## src/verilog/slave_pkg.sv

```systemverilog
// Shared constants for the fieldbus slave state machine link.
// Assumes one 200 MHz clock shared by both ends.
package slave_pkg;
	localparam int          DATA_W          = 8;
	localparam int          STATE_W         = 2;
	localparam logic [1:0]  ST_INIT         = 2'h0;
	localparam logic [1:0]  ST_PREOP        = 2'h1;
	localparam logic [1:0]  ST_SAFE_OPERATIONAL_LABEL       = 2'h2;
	localparam logic [1:0]  ST_OP           = 2'h3;
	localparam int          NUM_CHAN        = 4;
	localparam int          MBX_CHAN_LO     = 0;
	localparam int          MBX_CHAN_HI     = 1;
	localparam int          PD_CHAN_FIRST   = 2;
	localparam int          MAX_SLAVES      = 1023;
	localparam int          ADDR_W          = 10;
	localparam int          CLK_PERIOD_PS   = 5000;
	localparam int          SYNC_WIN_NS     = 100;
	localparam int          SYNC_WIN_CYC    = (SYNC_WIN_NS * 1000) / CLK_PERIOD_PS;
	localparam logic [31:0] CYCLE_DEFAULT   = 32'h00030d40;
	localparam logic [15:0] ETHERTYPE       = 16'h88a4;
	localparam int          MIN_FRAME_BYTES = 64;
	localparam int          MAX_FRAME_BYTES = 1518;
	localparam logic [7:0]  SAFE_OUT        = 8'h00;
	localparam logic [7:0]  SAFE_OUT_RST    = 8'h00;
endpackage

```

## src/verilog/slave_link_if.sv

```systemverilog
// Link between master end and slave end: state requests and byte stream.
// Assumes both ends on one clock; the testbench instances and joins them.
`timescale 1ns/1ps
interface slave_link_if;
	import slave_pkg::*;
	logic [1:0] req_state;
	logic       req_valid;
	logic [1:0] ack_state;
	logic       ack_error;
	logic       ack_valid;
	logic [3:0] chan_mbx_ok;
	logic       chan_pd_ok;
	logic       dc_ok;
	logic       dc_required;
	logic [7:0] tx_data;
	logic       tx_valid;
	logic       tx_sof;
	logic       tx_eof;
	logic [7:0] rx_data;
	logic       rx_valid;
	logic       rx_sof;
	logic       rx_eof;
	modport master (output req_state, req_valid, chan_mbx_ok, chan_pd_ok, dc_ok,
		dc_required, tx_data, tx_valid, tx_sof, tx_eof,
		input ack_state, ack_error, ack_valid, rx_data, rx_valid, rx_sof, rx_eof);
	modport slave (input req_state, req_valid, chan_mbx_ok, chan_pd_ok, dc_ok,
		dc_required, tx_data, tx_valid, tx_sof, tx_eof,
		output ack_state, ack_error, ack_valid, rx_data, rx_valid, rx_sof, rx_eof);
endinterface

```

## src/verilog/slave_end.sv

```systemverilog
// Slave end: state machine, traffic permits, output safing, distributed clock.
// Assumes the master end keeps to request order and frame format.
`timescale 1ns/1ps
// Function
// RULE1: Start in init, refuse all traffic
// RULE2: Master sets mailbox channels in init
// RULE3: Check mailbox channels entering preoperational
// RULE4: Preoperational: mailbox yes, process data no
// RULE5: Master sets process channels from two
// RULE6: Ethernet tunnel only in preoperational
// RULE7: Check process channels and clock settings
// RULE8: Copy inputs before acknowledging safe operational
// RULE9: Safe operational: traffic, cyclic inputs, safe outputs
// RULE10: Watchdog default on forces safe outputs
// RULE11: Master sends valid outputs before operational
// RULE12: Operational drives outputs from master data
// RULE13: Extract own data while frame streams
// RULE14: Insert inputs in same traversal
// RULE15: Standard Ethernet frames only
// RULE16: Clock with compare makes cycle pulses
// RULE17: Master addresses up to 1023 slaves
// RULE18: Failed check keeps state, reports error
// RULE19: Change only on request, no skipping
module slave_end
	import slave_pkg::*;
#(
	parameter int          W        = DATA_W,
	parameter logic [15:0] WIN_POS  = 16'h000e,
	parameter logic [31:0] CYCLE    = CYCLE_DEFAULT
) (
	input  wire logic         i_ref_clk,
	input  wire logic         i_resetn,
	slave_link_if.slave       link,
	input  wire logic [W-1:0] i_phys_in,
	input  wire logic         i_watchdog_off,
	input  wire logic [31:0]  i_clock_offset,
	input  wire logic         i_offset_load,
	output logic      [W-1:0] o_phys_out,
	output logic      [1:0]   o_state,
	output logic              o_mbx_allow,
	output logic              o_pd_allow,
	output logic              o_tunnel_allow,
	output logic      [31:0]  o_sys_time,
	output logic              o_cycle_pulse,
	output logic              o_frame_err
);
	typedef enum {S_INIT, S_PREOP, S_SAFE_OPERATIONAL_LABEL, S_OP} state_type;
	state_type   state_reg;
	state_type   state_next;
	logic [W-1:0] in_image_reg;
	logic [W-1:0] out_image_reg;
	logic [W-1:0] in_sync_1;
	logic [W-1:0] in_sync_2;
	logic [W-1:0] in_sync_3;
	logic [W-1:0] pass_out_byte;
	logic         pass_out_strobe;
	logic [31:0]  time_reg;
	logic [31:0]  compare_reg;
	logic [15:0]  type_reg;
	logic [15:0]  len_reg;
	logic         ok;

	function automatic logic [1:0] enc(input state_type s);
		case (s)
			S_INIT:   enc = ST_INIT;
			S_PREOP:  enc = ST_PREOP;
			S_SAFE_OPERATIONAL_LABEL: enc = ST_SAFE_OPERATIONAL_LABEL;
			default:  enc = ST_OP;
		endcase
	endfunction

	// Only neighbouring steps up, or any step down, are legal
	always_comb begin
		state_next = state_reg;
		ok = 1'b0;
		case (state_reg)
			S_INIT: begin
				if (link.req_state == ST_PREOP) begin
					ok = link.chan_mbx_ok[MBX_CHAN_LO] && link.chan_mbx_ok[MBX_CHAN_HI]; // RULE3
					state_next = ok ? S_PREOP : S_INIT;
				end else if (link.req_state == ST_INIT) begin
					ok = 1'b1;
				end
			end
			S_PREOP: begin
				if (link.req_state == ST_SAFE_OPERATIONAL_LABEL) begin
					ok = link.chan_pd_ok && (link.dc_ok || !link.dc_required); // RULE7
					state_next = ok ? S_SAFE_OPERATIONAL_LABEL : S_PREOP;
				end else if (link.req_state == ST_INIT) begin
					ok = 1'b1;
					state_next = S_INIT;
				end else if (link.req_state == ST_PREOP) begin
					ok = 1'b1;
				end
			end
			S_SAFE_OPERATIONAL_LABEL: begin
				ok = 1'b1;
				case (link.req_state)
					ST_INIT:  state_next = S_INIT;
					ST_PREOP: state_next = S_PREOP;
					ST_OP:    state_next = S_OP;
					default:  state_next = S_SAFE_OPERATIONAL_LABEL;
				endcase
			end
			default: begin
				ok = 1'b1;
				case (link.req_state)
					ST_INIT:   state_next = S_INIT;
					ST_PREOP:  state_next = S_PREOP;
					ST_SAFE_OPERATIONAL_LABEL: state_next = S_SAFE_OPERATIONAL_LABEL;
					default:   state_next = S_OP;
				endcase
			end
		endcase
	end

	always_ff @(posedge i_ref_clk or negedge i_resetn) begin
		if (!i_resetn) begin
			state_reg <= S_INIT; // RULE1
		end else if (link.req_valid) begin
			state_reg <= state_next; // RULE19 RULE18
		end
	end

	always_ff @(posedge i_ref_clk or negedge i_resetn) begin
		if (!i_resetn) begin
			link.ack_valid <= 1'b0;
			link.ack_error <= 1'b0;
			link.ack_state <= ST_INIT;
		end else begin
			link.ack_valid <= link.req_valid;
			if (link.req_valid) begin
				link.ack_error <= !ok; // RULE18
				link.ack_state <= enc(state_next);
			end
		end
	end

	// Pin inputs: third stage compared with second for a stable value
	always_ff @(posedge i_ref_clk or negedge i_resetn) begin
		if (!i_resetn) begin
			in_sync_1 <= '0;
			in_sync_2 <= '0;
			in_sync_3 <= '0;
		end else begin
			in_sync_1 <= i_phys_in;
			in_sync_2 <= in_sync_1;
			in_sync_3 <= in_sync_2;
		end
	end

	// Stable inputs captured on entry to safe operational, then every cycle
	always_ff @(posedge i_ref_clk or negedge i_resetn) begin
		if (!i_resetn) begin
			in_image_reg <= '0;
		end else if ((in_sync_2 == in_sync_3) &&
			((link.req_valid && state_next == S_SAFE_OPERATIONAL_LABEL) ||
			state_reg == S_SAFE_OPERATIONAL_LABEL || state_reg == S_OP)) begin
			in_image_reg <= in_sync_3; // RULE8 RULE9
		end
	end

	assign o_mbx_allow    = state_reg != S_INIT; // RULE1 RULE4
	assign o_pd_allow     = state_reg == S_SAFE_OPERATIONAL_LABEL || state_reg == S_OP; // RULE4 RULE9
	assign o_tunnel_allow = state_reg == S_PREOP; // RULE6
	assign o_state        = enc(state_reg);

	frame_pass #(
		.W (W)
	) u_pass (
		.i_ref_clk    (i_ref_clk),
		.i_resetn     (i_resetn),
		.i_data       (link.tx_data),
		.i_valid      (link.tx_valid),
		.i_sof        (link.tx_sof),
		.i_eof        (link.tx_eof),
		.i_win_start  (WIN_POS),
		.i_pd_enable  (o_pd_allow),
		.i_in_byte    (in_image_reg),
		.o_data       (link.rx_data),
		.o_valid      (link.rx_valid),
		.o_sof        (link.rx_sof),
		.o_eof        (link.rx_eof),
		.o_out_byte   (pass_out_byte),
		.o_out_strobe (pass_out_strobe)
	);

	always_ff @(posedge i_ref_clk or negedge i_resetn) begin
		if (!i_resetn) begin
			out_image_reg <= SAFE_OUT_RST;
		end else if (pass_out_strobe) begin
			out_image_reg <= pass_out_byte; // RULE13
		end
	end

	// Watchdog on keeps outputs safe in safe operational
	always_ff @(posedge i_ref_clk or negedge i_resetn) begin
		if (!i_resetn) begin
			o_phys_out <= SAFE_OUT;
		end else if (state_reg == S_OP || (state_reg == S_SAFE_OPERATIONAL_LABEL && i_watchdog_off)) begin
			o_phys_out <= out_image_reg; // RULE12 RULE10
		end else begin
			o_phys_out <= SAFE_OUT; // RULE9 RULE10
		end
	end

	// Type taken from bytes 12 and 13; type and length checked at frame end
	always_ff @(posedge i_ref_clk or negedge i_resetn) begin
		if (!i_resetn) begin
			len_reg     <= 16'h0000;
			type_reg    <= 16'h0000;
			o_frame_err <= 1'b0;
		end else if (link.tx_valid) begin
			len_reg <= link.tx_sof ? 16'h0001 : 16'(len_reg + 16'h0001);
			if (len_reg == 16'h000c) begin
				type_reg[15:8] <= link.tx_data;
			end
			if (len_reg == 16'h000d) begin
				type_reg[7:0] <= link.tx_data;
			end
			if (link.tx_eof) begin
				o_frame_err <= (type_reg != ETHERTYPE) ||
					(32'(len_reg) + 32'd1 < 32'(MIN_FRAME_BYTES)) ||
					(32'(len_reg) + 32'd1 > 32'(MAX_FRAME_BYTES)); // RULE15
			end
		end
	end

	// Local time; offset load aligns with other slaves
	always_ff @(posedge i_ref_clk or negedge i_resetn) begin
		if (!i_resetn) begin
			time_reg      <= 32'h00000000;
			compare_reg   <= 32'h00000000;
			o_cycle_pulse <= 1'b0;
		end else begin
			time_reg      <= i_offset_load ? i_clock_offset : 32'(time_reg + 32'd1); // RULE16
			o_cycle_pulse <= time_reg == compare_reg;
			if (time_reg == compare_reg) begin
				compare_reg <= 32'(compare_reg + CYCLE); // RULE16
			end
		end
	end
	assign o_sys_time = time_reg;
endmodule

```

## src/verilog/frame_pass.sv

```systemverilog
// Byte-wise pass-through that swaps in input bytes at the slave's window.
// Assumes one byte per valid cycle with sof on the first, eof on the last.
`timescale 1ns/1ps
module frame_pass
	import slave_pkg::*;
#(
	parameter int W = DATA_W
) (
	input  wire logic         i_ref_clk,
	input  wire logic         i_resetn,
	input  wire logic [W-1:0] i_data,
	input  wire logic         i_valid,
	input  wire logic         i_sof,
	input  wire logic         i_eof,
	input  wire logic [15:0]  i_win_start,
	input  wire logic         i_pd_enable,
	input  wire logic [W-1:0] i_in_byte,
	output logic      [W-1:0] o_data,
	output logic              o_valid,
	output logic              o_sof,
	output logic              o_eof,
	output logic      [W-1:0] o_out_byte,
	output logic              o_out_strobe
);
	logic [15:0] pos_reg;
	logic        hit;

	// Position counted on the fly; no whole-frame store
	assign hit = i_valid && i_pd_enable &&
		((i_sof ? 16'h0000 : pos_reg) == i_win_start);

	always_ff @(posedge i_ref_clk or negedge i_resetn) begin
		if (!i_resetn) begin
			pos_reg <= 16'h0000;
		end else if (i_valid) begin
			pos_reg <= i_sof ? 16'h0001 : 16'(pos_reg + 16'h0001); // RULE13
		end
	end

	always_ff @(posedge i_ref_clk or negedge i_resetn) begin
		if (!i_resetn) begin
			o_data  <= '0;
			o_valid <= 1'b0;
			o_sof   <= 1'b0;
			o_eof   <= 1'b0;
		end else begin
			o_data  <= hit ? i_in_byte : i_data; // RULE14
			o_valid <= i_valid;
			o_sof   <= i_sof && i_valid;
			o_eof   <= i_eof && i_valid;
		end
	end

	always_ff @(posedge i_ref_clk or negedge i_resetn) begin
		if (!i_resetn) begin
			o_out_byte   <= '0;
			o_out_strobe <= 1'b0;
		end else begin
			o_out_strobe <= hit;
			if (hit) begin
				o_out_byte <= i_data; // RULE13
			end
		end
	end
endmodule

```

## src/flat_wrapper.sv

```systemverilog
// flat-port wrapper written by rule: the top's interface ports become plain ports
module slave_end_flat import slave_pkg::*;
#(
	parameter int          W        = DATA_W,
	parameter logic [15:0] WIN_POS  = 16'h000e,
	parameter logic [31:0] CYCLE    = CYCLE_DEFAULT
)
  (i_ref_clk, i_resetn, i_phys_in, i_watchdog_off, i_clock_offset, i_offset_load, o_phys_out, o_state, o_mbx_allow, o_pd_allow, o_tunnel_allow, o_sys_time, o_cycle_pulse, o_frame_err, link_req_state, link_req_valid, link_chan_mbx_ok, link_chan_pd_ok, link_dc_ok, link_dc_required, link_tx_data, link_tx_valid, link_tx_sof, link_tx_eof, link_ack_state, link_ack_error, link_ack_valid, link_rx_data, link_rx_valid, link_rx_sof, link_rx_eof);
  slave_link_if link_i ();
  input  wire logic i_ref_clk;
  input  wire logic i_resetn;
  input  wire logic [W-1:0] i_phys_in;
  input  wire logic i_watchdog_off;
  input  wire logic [31:0] i_clock_offset;
  input  wire logic i_offset_load;
  output logic      [W-1:0] o_phys_out;
  output logic      [1:0] o_state;
  output logic o_mbx_allow;
  output logic o_pd_allow;
  output logic o_tunnel_allow;
  output logic      [31:0] o_sys_time;
  output logic o_cycle_pulse;
  output logic o_frame_err;
  input wire logic [$bits(link_i.req_state)-1:0] link_req_state;
  input wire logic [$bits(link_i.req_valid)-1:0] link_req_valid;
  input wire logic [$bits(link_i.chan_mbx_ok)-1:0] link_chan_mbx_ok;
  input wire logic [$bits(link_i.chan_pd_ok)-1:0] link_chan_pd_ok;
  input wire logic [$bits(link_i.dc_ok)-1:0] link_dc_ok;
  input wire logic [$bits(link_i.dc_required)-1:0] link_dc_required;
  input wire logic [$bits(link_i.tx_data)-1:0] link_tx_data;
  input wire logic [$bits(link_i.tx_valid)-1:0] link_tx_valid;
  input wire logic [$bits(link_i.tx_sof)-1:0] link_tx_sof;
  input wire logic [$bits(link_i.tx_eof)-1:0] link_tx_eof;
  output wire logic [$bits(link_i.ack_state)-1:0] link_ack_state;
  output wire logic [$bits(link_i.ack_error)-1:0] link_ack_error;
  output wire logic [$bits(link_i.ack_valid)-1:0] link_ack_valid;
  output wire logic [$bits(link_i.rx_data)-1:0] link_rx_data;
  output wire logic [$bits(link_i.rx_valid)-1:0] link_rx_valid;
  output wire logic [$bits(link_i.rx_sof)-1:0] link_rx_sof;
  output wire logic [$bits(link_i.rx_eof)-1:0] link_rx_eof;
  assign link_i.req_state = link_req_state;
  assign link_i.req_valid = link_req_valid;
  assign link_i.chan_mbx_ok = link_chan_mbx_ok;
  assign link_i.chan_pd_ok = link_chan_pd_ok;
  assign link_i.dc_ok = link_dc_ok;
  assign link_i.dc_required = link_dc_required;
  assign link_i.tx_data = link_tx_data;
  assign link_i.tx_valid = link_tx_valid;
  assign link_i.tx_sof = link_tx_sof;
  assign link_i.tx_eof = link_tx_eof;
  assign link_ack_state = link_i.ack_state;
  assign link_ack_error = link_i.ack_error;
  assign link_ack_valid = link_i.ack_valid;
  assign link_rx_data = link_i.rx_data;
  assign link_rx_valid = link_i.rx_valid;
  assign link_rx_sof = link_i.rx_sof;
  assign link_rx_eof = link_i.rx_eof;
  slave_end #(.W(W), .WIN_POS(WIN_POS), .CYCLE(CYCLE)) u_core (.i_ref_clk(i_ref_clk), .i_resetn(i_resetn), .link(link_i), .i_phys_in(i_phys_in), .i_watchdog_off(i_watchdog_off), .i_clock_offset(i_clock_offset), .i_offset_load(i_offset_load), .o_phys_out(o_phys_out), .o_state(o_state), .o_mbx_allow(o_mbx_allow), .o_pd_allow(o_pd_allow), .o_tunnel_allow(o_tunnel_allow), .o_sys_time(o_sys_time), .o_cycle_pulse(o_cycle_pulse), .o_frame_err(o_frame_err));
endmodule
```

## config.mk

```make
export PLATFORM = sky130hd
export DESIGN_NAME = slave_end_flat
export DESIGN_NICKNAME = d
export VERILOG_FILES = /design/src/verilog/slave_pkg.sv /design/src/verilog/slave_link_if.sv /design/src/verilog/slave_end.sv /design/src/verilog/frame_pass.sv /design/src/flat_wrapper.sv
export SDC_FILE = /design/constraint.sdc
export NUM_CORES = 1
export LEC_CHECK = 0
export BUFFER_PORTS_ARGS = -buffer_cell sky130_fd_sc_hd__buf_2
export CAP_MARGIN = 40
export CORE_MARGIN = 2
export CORE_UTILIZATION = 25
export CTS_CLUSTER_SIZE = 40
export DETAILED_ROUTE_END_ITERATION = 8
export GPL_ROUTABILITY_DRIVEN = 0
export PLACE_DENSITY = 0.43
export REMOVE_ABC_BUFFERS = 1
export SETUP_SLACK_MARGIN = 0.15
export SLEW_MARGIN = 0
export SYNTH_ARGS = -nofsm -noshare
export SYNTH_HDL_FRONTEND = slang
export SYNTH_SLANG_ARGS = --single-unit
```

## constraint.sdc

```tcl
create_clock -name i_ref_clk -period 2.3 [get_ports i_ref_clk]
set_input_delay 0.23 -clock i_ref_clk [delete_from_list [all_inputs] [get_ports i_ref_clk]]
set_output_delay 0.23 -clock i_ref_clk [all_outputs]
set_load 0.02 [all_outputs]
```

# Yosys cells after proc, flatten, opt, wreduce, memory -nomap -nowiden
# Index checks and enable logic that the tools add are counted.
# Widths: inputs -> output; s select.
[word_totals]
regBits = 218
input_bits = 65
out_inout_bits = 62
elab_cells = 95
[classes]
n_addsub = 5
magnitude_cmp = 2
n_eq_ne = 17
muxes = 22
n_reduce_logical = 25
[op_table]
columns = ["cell", "n"]
rows = [
  ["$mux 32", 4],
  ["$eq 32x2->1 const B", 3],
  ["$eq 32x3->1 const B", 3],
  ["$pmux 32 s3", 1],
  ["$eq 32x1->1 const B", 2],
  ["$logic_not 32->1", 2],
  ["$eq 16x4->1 const B", 3],
  ["$mux 16", 3],
  ["$add 16x1->16 const B", 2],
  ["$add 32x1->32 const B", 1],
  ["$add 32x18->32 const B", 1],
  ["$eq 32x32->1", 1],
  ["$gt 32x11->1 const B", 1],
  ["$lt 32x7->1 const B", 1],
  ["$reduce_bool 32->1", 1],
  ["$pmux 2 s3", 4],
  ["$add 16x1->17 const B", 1],
  ["$mux 8", 2],
  ["$ne 16x16->1 const B", 1],
  ["$logic_and 1x1->1", 9],
  ["$eq 8x8->1", 1],
  ["$logic_or 1x1->1", 7],
  ["$mux 1", 6],
  ["$reduce_and 2->1", 3],
  ["6 further kinds", 8],
]

# Logic depth before layout (Yosys ltp)
[logic_depth]
ltp_word = 11
mapped_depth = 9
depth_no_buf = 8

# Hierarchy
# From an unflattened synthesis, not the netlist that was laid out.
[hier_totals]
cells_unflattened = 926
area_unflattened_um2 = 10087.2
[modules_own_cells]
columns = ["module", "instances", "cells_per_inst", "area_each_um2", "seq_area_each_um2"]
rows = [
  ["slave_end", 1, 751, 8219.1, 4404.2],
  ["frame_pass", 1, 175, 1868.0, 900.9],
]

# Worst setup path before layout
# Ideal clock, no wire load.
[synth_path]
kind = "register to register"
from = "reg u_core.state_reg[26]"
to = "reg u_core.in_image_reg[0]"
setup_time_ps = 125
arrival_time_ps = 2163
t_required_ps = 2175
setup_slack_ps = 13
path_stages_with_launch = 8
n_path_buf = 1
synth_period_minus_slack_ps = 2287
path_cell_list = "dfrtp_1 nor4_1 nand4_1 nor3_1 mux2_2 o32a_1 buf_2 mux2_2"
[synth_between]
elab_chain_len = 8
elab_cells_between_ends = 14
cone_classes = "eq/ne: 5; mux: 4; reduce/logical: 5"
[synth_lines]
columns = ["element", "line", "text"]
rows = [
  ["start, declared", "slave_end.sv:48", "state_type state_reg;"],
  ["start signal, assigned", "slave_end.sv:121", "state_reg <= state_next;"],
  ["branches (longest 6 deep; another with $eq 32x2->1)", "n/a", ""],
  ["$logic_or 1x1->1 (*)", "slave_end.sv:158", "state_reg == S_SAFE_OPERATIONAL_LABEL || state_reg == S_OP)) begin"],
  ["$logic_and 1x1->1 (*)", "slave_end.sv:156", "end else if ((in_sync_2 == in_sync_3) &&"],
  ["end signal, assigned", "slave_end.sv:159", "in_image_reg <= in_sync_3;"],
  ["end, declared", "slave_end.sv:50", "logic [W-1:0] in_image_reg;"],
]
# Mark *: on every way between the ends.
# A chain may end at the register's enable or synchronous reset.

# Worst setup path after layout
[layout_path]
from = "reg u_core.state_reg[2]"
to = "out o_pd_allow"
[layout_between]
elab_chain_len = 2
elab_cells_between_ends = 3
cone_classes = "eq/ne: 2; reduce/logical: 1"
[layout_lines]
columns = ["element", "line", "text"]
rows = [
  ["$eq 32x3->1", "slave_end.sv:164", "assign o_pd_allow = state_reg == S_SAFE_OPERATIONAL_LABEL || state_reg == S_OP;"],
  ["$logic_or 1x1->1 (*)", "slave_end.sv:164", ""],
  ["end, declared", "flat_wrapper.sv:19", "output logic o_pd_allow;"],
]
# Every way passes the cells marked *; elsewhere a longest branch is shown, timed or not.

==> metrics.yaml <==
outcome: "complete, but fails checks"
violations: "setup timing"
crit_chain: "nor4_2 -> nand4_1 -> buf_4 -> or3_4 -> buf_6 -> inv_6 -> buf_6"
power_density_nw_per_um2: 773.0
yosysTopAreaCell: "dfrtp_1"
whs_ns: 0.09595
max_freq_mhz: 407.7
synth_edf_count: 0
area_growth_pct: 39.20
critPathCaptureType: "output pin"
r2r_start: "u_core.state_reg[2]$_DFFE_PN0P_"
wl_um: 24400
ff2ff_path_depth: 8
hold_class: "in -> reg"
ys_top_cells_by_area: "dfrtp_1, xor2_1, nand2_1"
grt_pass1_vias: 7365
power.total_w: 0.01024
dieHeight_um: 199.1
slowest_stage: "or3_4"
via_per_inst: 4.320
die_width_um: 199.1
grt_overflow: 0
fp-row-count: 71
peakVddDrop_v: 0.0006398
synth_most_common_cell: "dfrtp_1"
grt_max_degree: 65
ys_ff_latch: 212
path_depth: 7
dieArea_um2: 39650
cts_tree: "done"
cts-buffers-inserted: 27
final_max_slew_viol_count: 0
fin_tns_setup_ns: -2.765
power.leakage_nw: 6.164
worst_pin_slew_ns: 0.6451
period_needed_ns: 2.453
drt_iter0_markers: 257
cp_max_fo: 2
synth_area_per_cell_um2: 10.51
synth-seq-area-share_pct: 55.73
holdPathStages: 3
firstDrtPassIters: 4
synthDistinctLibCells: 46
synth_flop_cell: "dfrtp_1"
io_buffers: 124
grt_pass1_wl_um: 39490
wl_per_cell_um: 14.53
vias: 7257
synth_area_um2: 9519
root_buffer: "clkbuf_16"
io_pins: 127
initial_core_util_pct: 25.33
synth_common_cells: "dfrtp_1, nand2_1, xor2_1"
clock_latency_ns: 0.54
synth_cells: 906
drive_gt1_share_pct: 29.45
placed_cell_area_um2: 11130
critPathMostFrequentCell: "buf_6"
antenna_found_initial: 4
slowest_delay_ns: 0.39
drc: 0
drv_cap: 0
path_clk_slew_ns: 0.06
rsz0062_at_grt: "yes"
fin_skew_ns: 0.02120
numClockSinks: 212
relSlewSlack_pct: 56.87
worstHoldEndpoint: "u_core.u_pass.pos_reg[0]$_DFFE_PN0P_"
core_um2: 37580
finalHoldViolCount: 0
crit_buf_inv: 4
min_period_over_period_pct: 106.6
crit_arrival_ns: 2.22
h-tree-depth: 1
nets: 1222
required_ns: 2.07
grt_util_all_layers_pct: 12.40
setup_violations: 27
cp_top_family: "simple AND/OR/NAND/NOR gates"
fin_area_um2: 13250
postRouteAntennaNets: 0
synth_top_area_share_pct: 55.73
dp_hpwl_um: 16770
clk_path_buf_depth: 3
hp-start: "link_tx_valid"
path_class: "reg -> out"
rrSetupSlack_ns: -0.13
ys_warn_count: 0
layout_setup_ws_ns: -0.1529
timing.rr.end: "u_core.u_pass.o_out_byte[1]$_DFFE_PN0P_"
synth-async-reset-ratio_pct: 100.0
crit_path_start_kind: "flop"
==> per-stage QoR <==
stage / cells / util, % / worst slack [ns]
after floorplan: 868 / - / -0.02581
after global placement: 1565 / 29.61 / -0.1336
after detailed placement: 1565 / 29.61 / -0.1731
after CTS: 1671 / 34.33 / -0.2238
after global routing: 1679 / 35.25 / -0.2543
final: 1680 / 35.26 / -0.1529
==> worst register-to-register path, stage by stage, from the launching register on <==
cell and delay (ns):
dfrtp_1 0.38, nor4_2 0.29, nand4_1 0.16, buf_4 0.17, or3_4 0.39, buf_4 0.18, or4_4 0.59, nand2_2 0.11
nand2_1 0.06
==> layout make-up <==
type | count | area [um^2]
well taps | 511 | 639.4
multi-input cells | 621 | 4277
flip-flops and latches | 212 | 5306
clock inverters | 12 | 251.5
inverters | 36 | 142.6
fillers | 3823 | 24330
clock buffers | 35 | 755.7
repair buffers | 252 | 1876
diodes | 1 | 2.502
==> metal layers <==
metal	up-vias	part of all wire (%)	GRT usage [%]
li1	3611	-	-
met1	3439	47	16.77
met2	156	46	20.17
met3	45	4.4	2.498
met4	6	2.5	3.372
met5	-	0.17	0
==> how the worst max path moves through the flow <==
stage / slack [ns] / from / end
6_report: -0.15 / u_core.state_reg[2]$_DFFE_PN0P_ / o_pd_allow
5_1_grt: -0.25 / u_core.state_reg[22]$_DFFE_PN0P_ / o_pd_allow
4_1_cts: -0.22 / u_core.state_reg[2]$_DFFE_PN0P_ / o_pd_allow
3_5_place_dp: -0.17 / u_core.state_reg[26]$_DFFE_PN0P_ / u_core.u_pass.o_data[2]$_DFF_PN0_
3_3_place_gp: -0.13 / u_core.state_reg[21]$_DFFE_PN0P_ / u_core.in_image_reg[6]$_DFFE_PN0P_
2_1_floorplan: -0.03 / u_core.o_sys_time[21]$_DFF_PN0_ / u_core.compare_reg[22]$_DFFE_PN0P_
==> report_power, final <==
group	switching, W	internal, W
clock	0.00170	0.00309
sequential	0.000232	0.00395
combinational	0.000690	0.000589
==> cell families (layout without fill, tap and decap cells) <==
| logic type | count (synthesis) | after routing | share of synthesized area, % |
|---|---|---|---|
| other cells | 0 | 1 | 0 |
| compound gates | 99 | 99 | 5.994 |
| mux | 41 | 41 | 4.784 |
| fa+ha+maj | 8 | 8 | 1.025 |
| flops | 212 | 212 | 55.73 |
| xor+xnor | 100 | 100 | 9.201 |
| buf+inv | 74 | 335 | 3.168 |
| simple gates | 372 | 373 | 20.10 |
==> layout by cell type, fill, tap and decap left out, drive strengths merged, types with 39 or more instances in the layout <==
master,n
o21ai,45
xnor2,47
xor2,53
dlygate4sd3,51
nand2,121
nor2,43
nand3,39
dfrtp,212
buf,201
==> timing repair <==
action	4_1_cts	5_1_grt
buffers inserted	6	7
endpoints found under the setup margin	41	64
hold endpoints to repair	126	0
hold buffers	51	0
cloned	2	1
gates resized for setup	40	68
pin swaps	5	26
No activity file was read; power rests on OpenSTA's default activity.
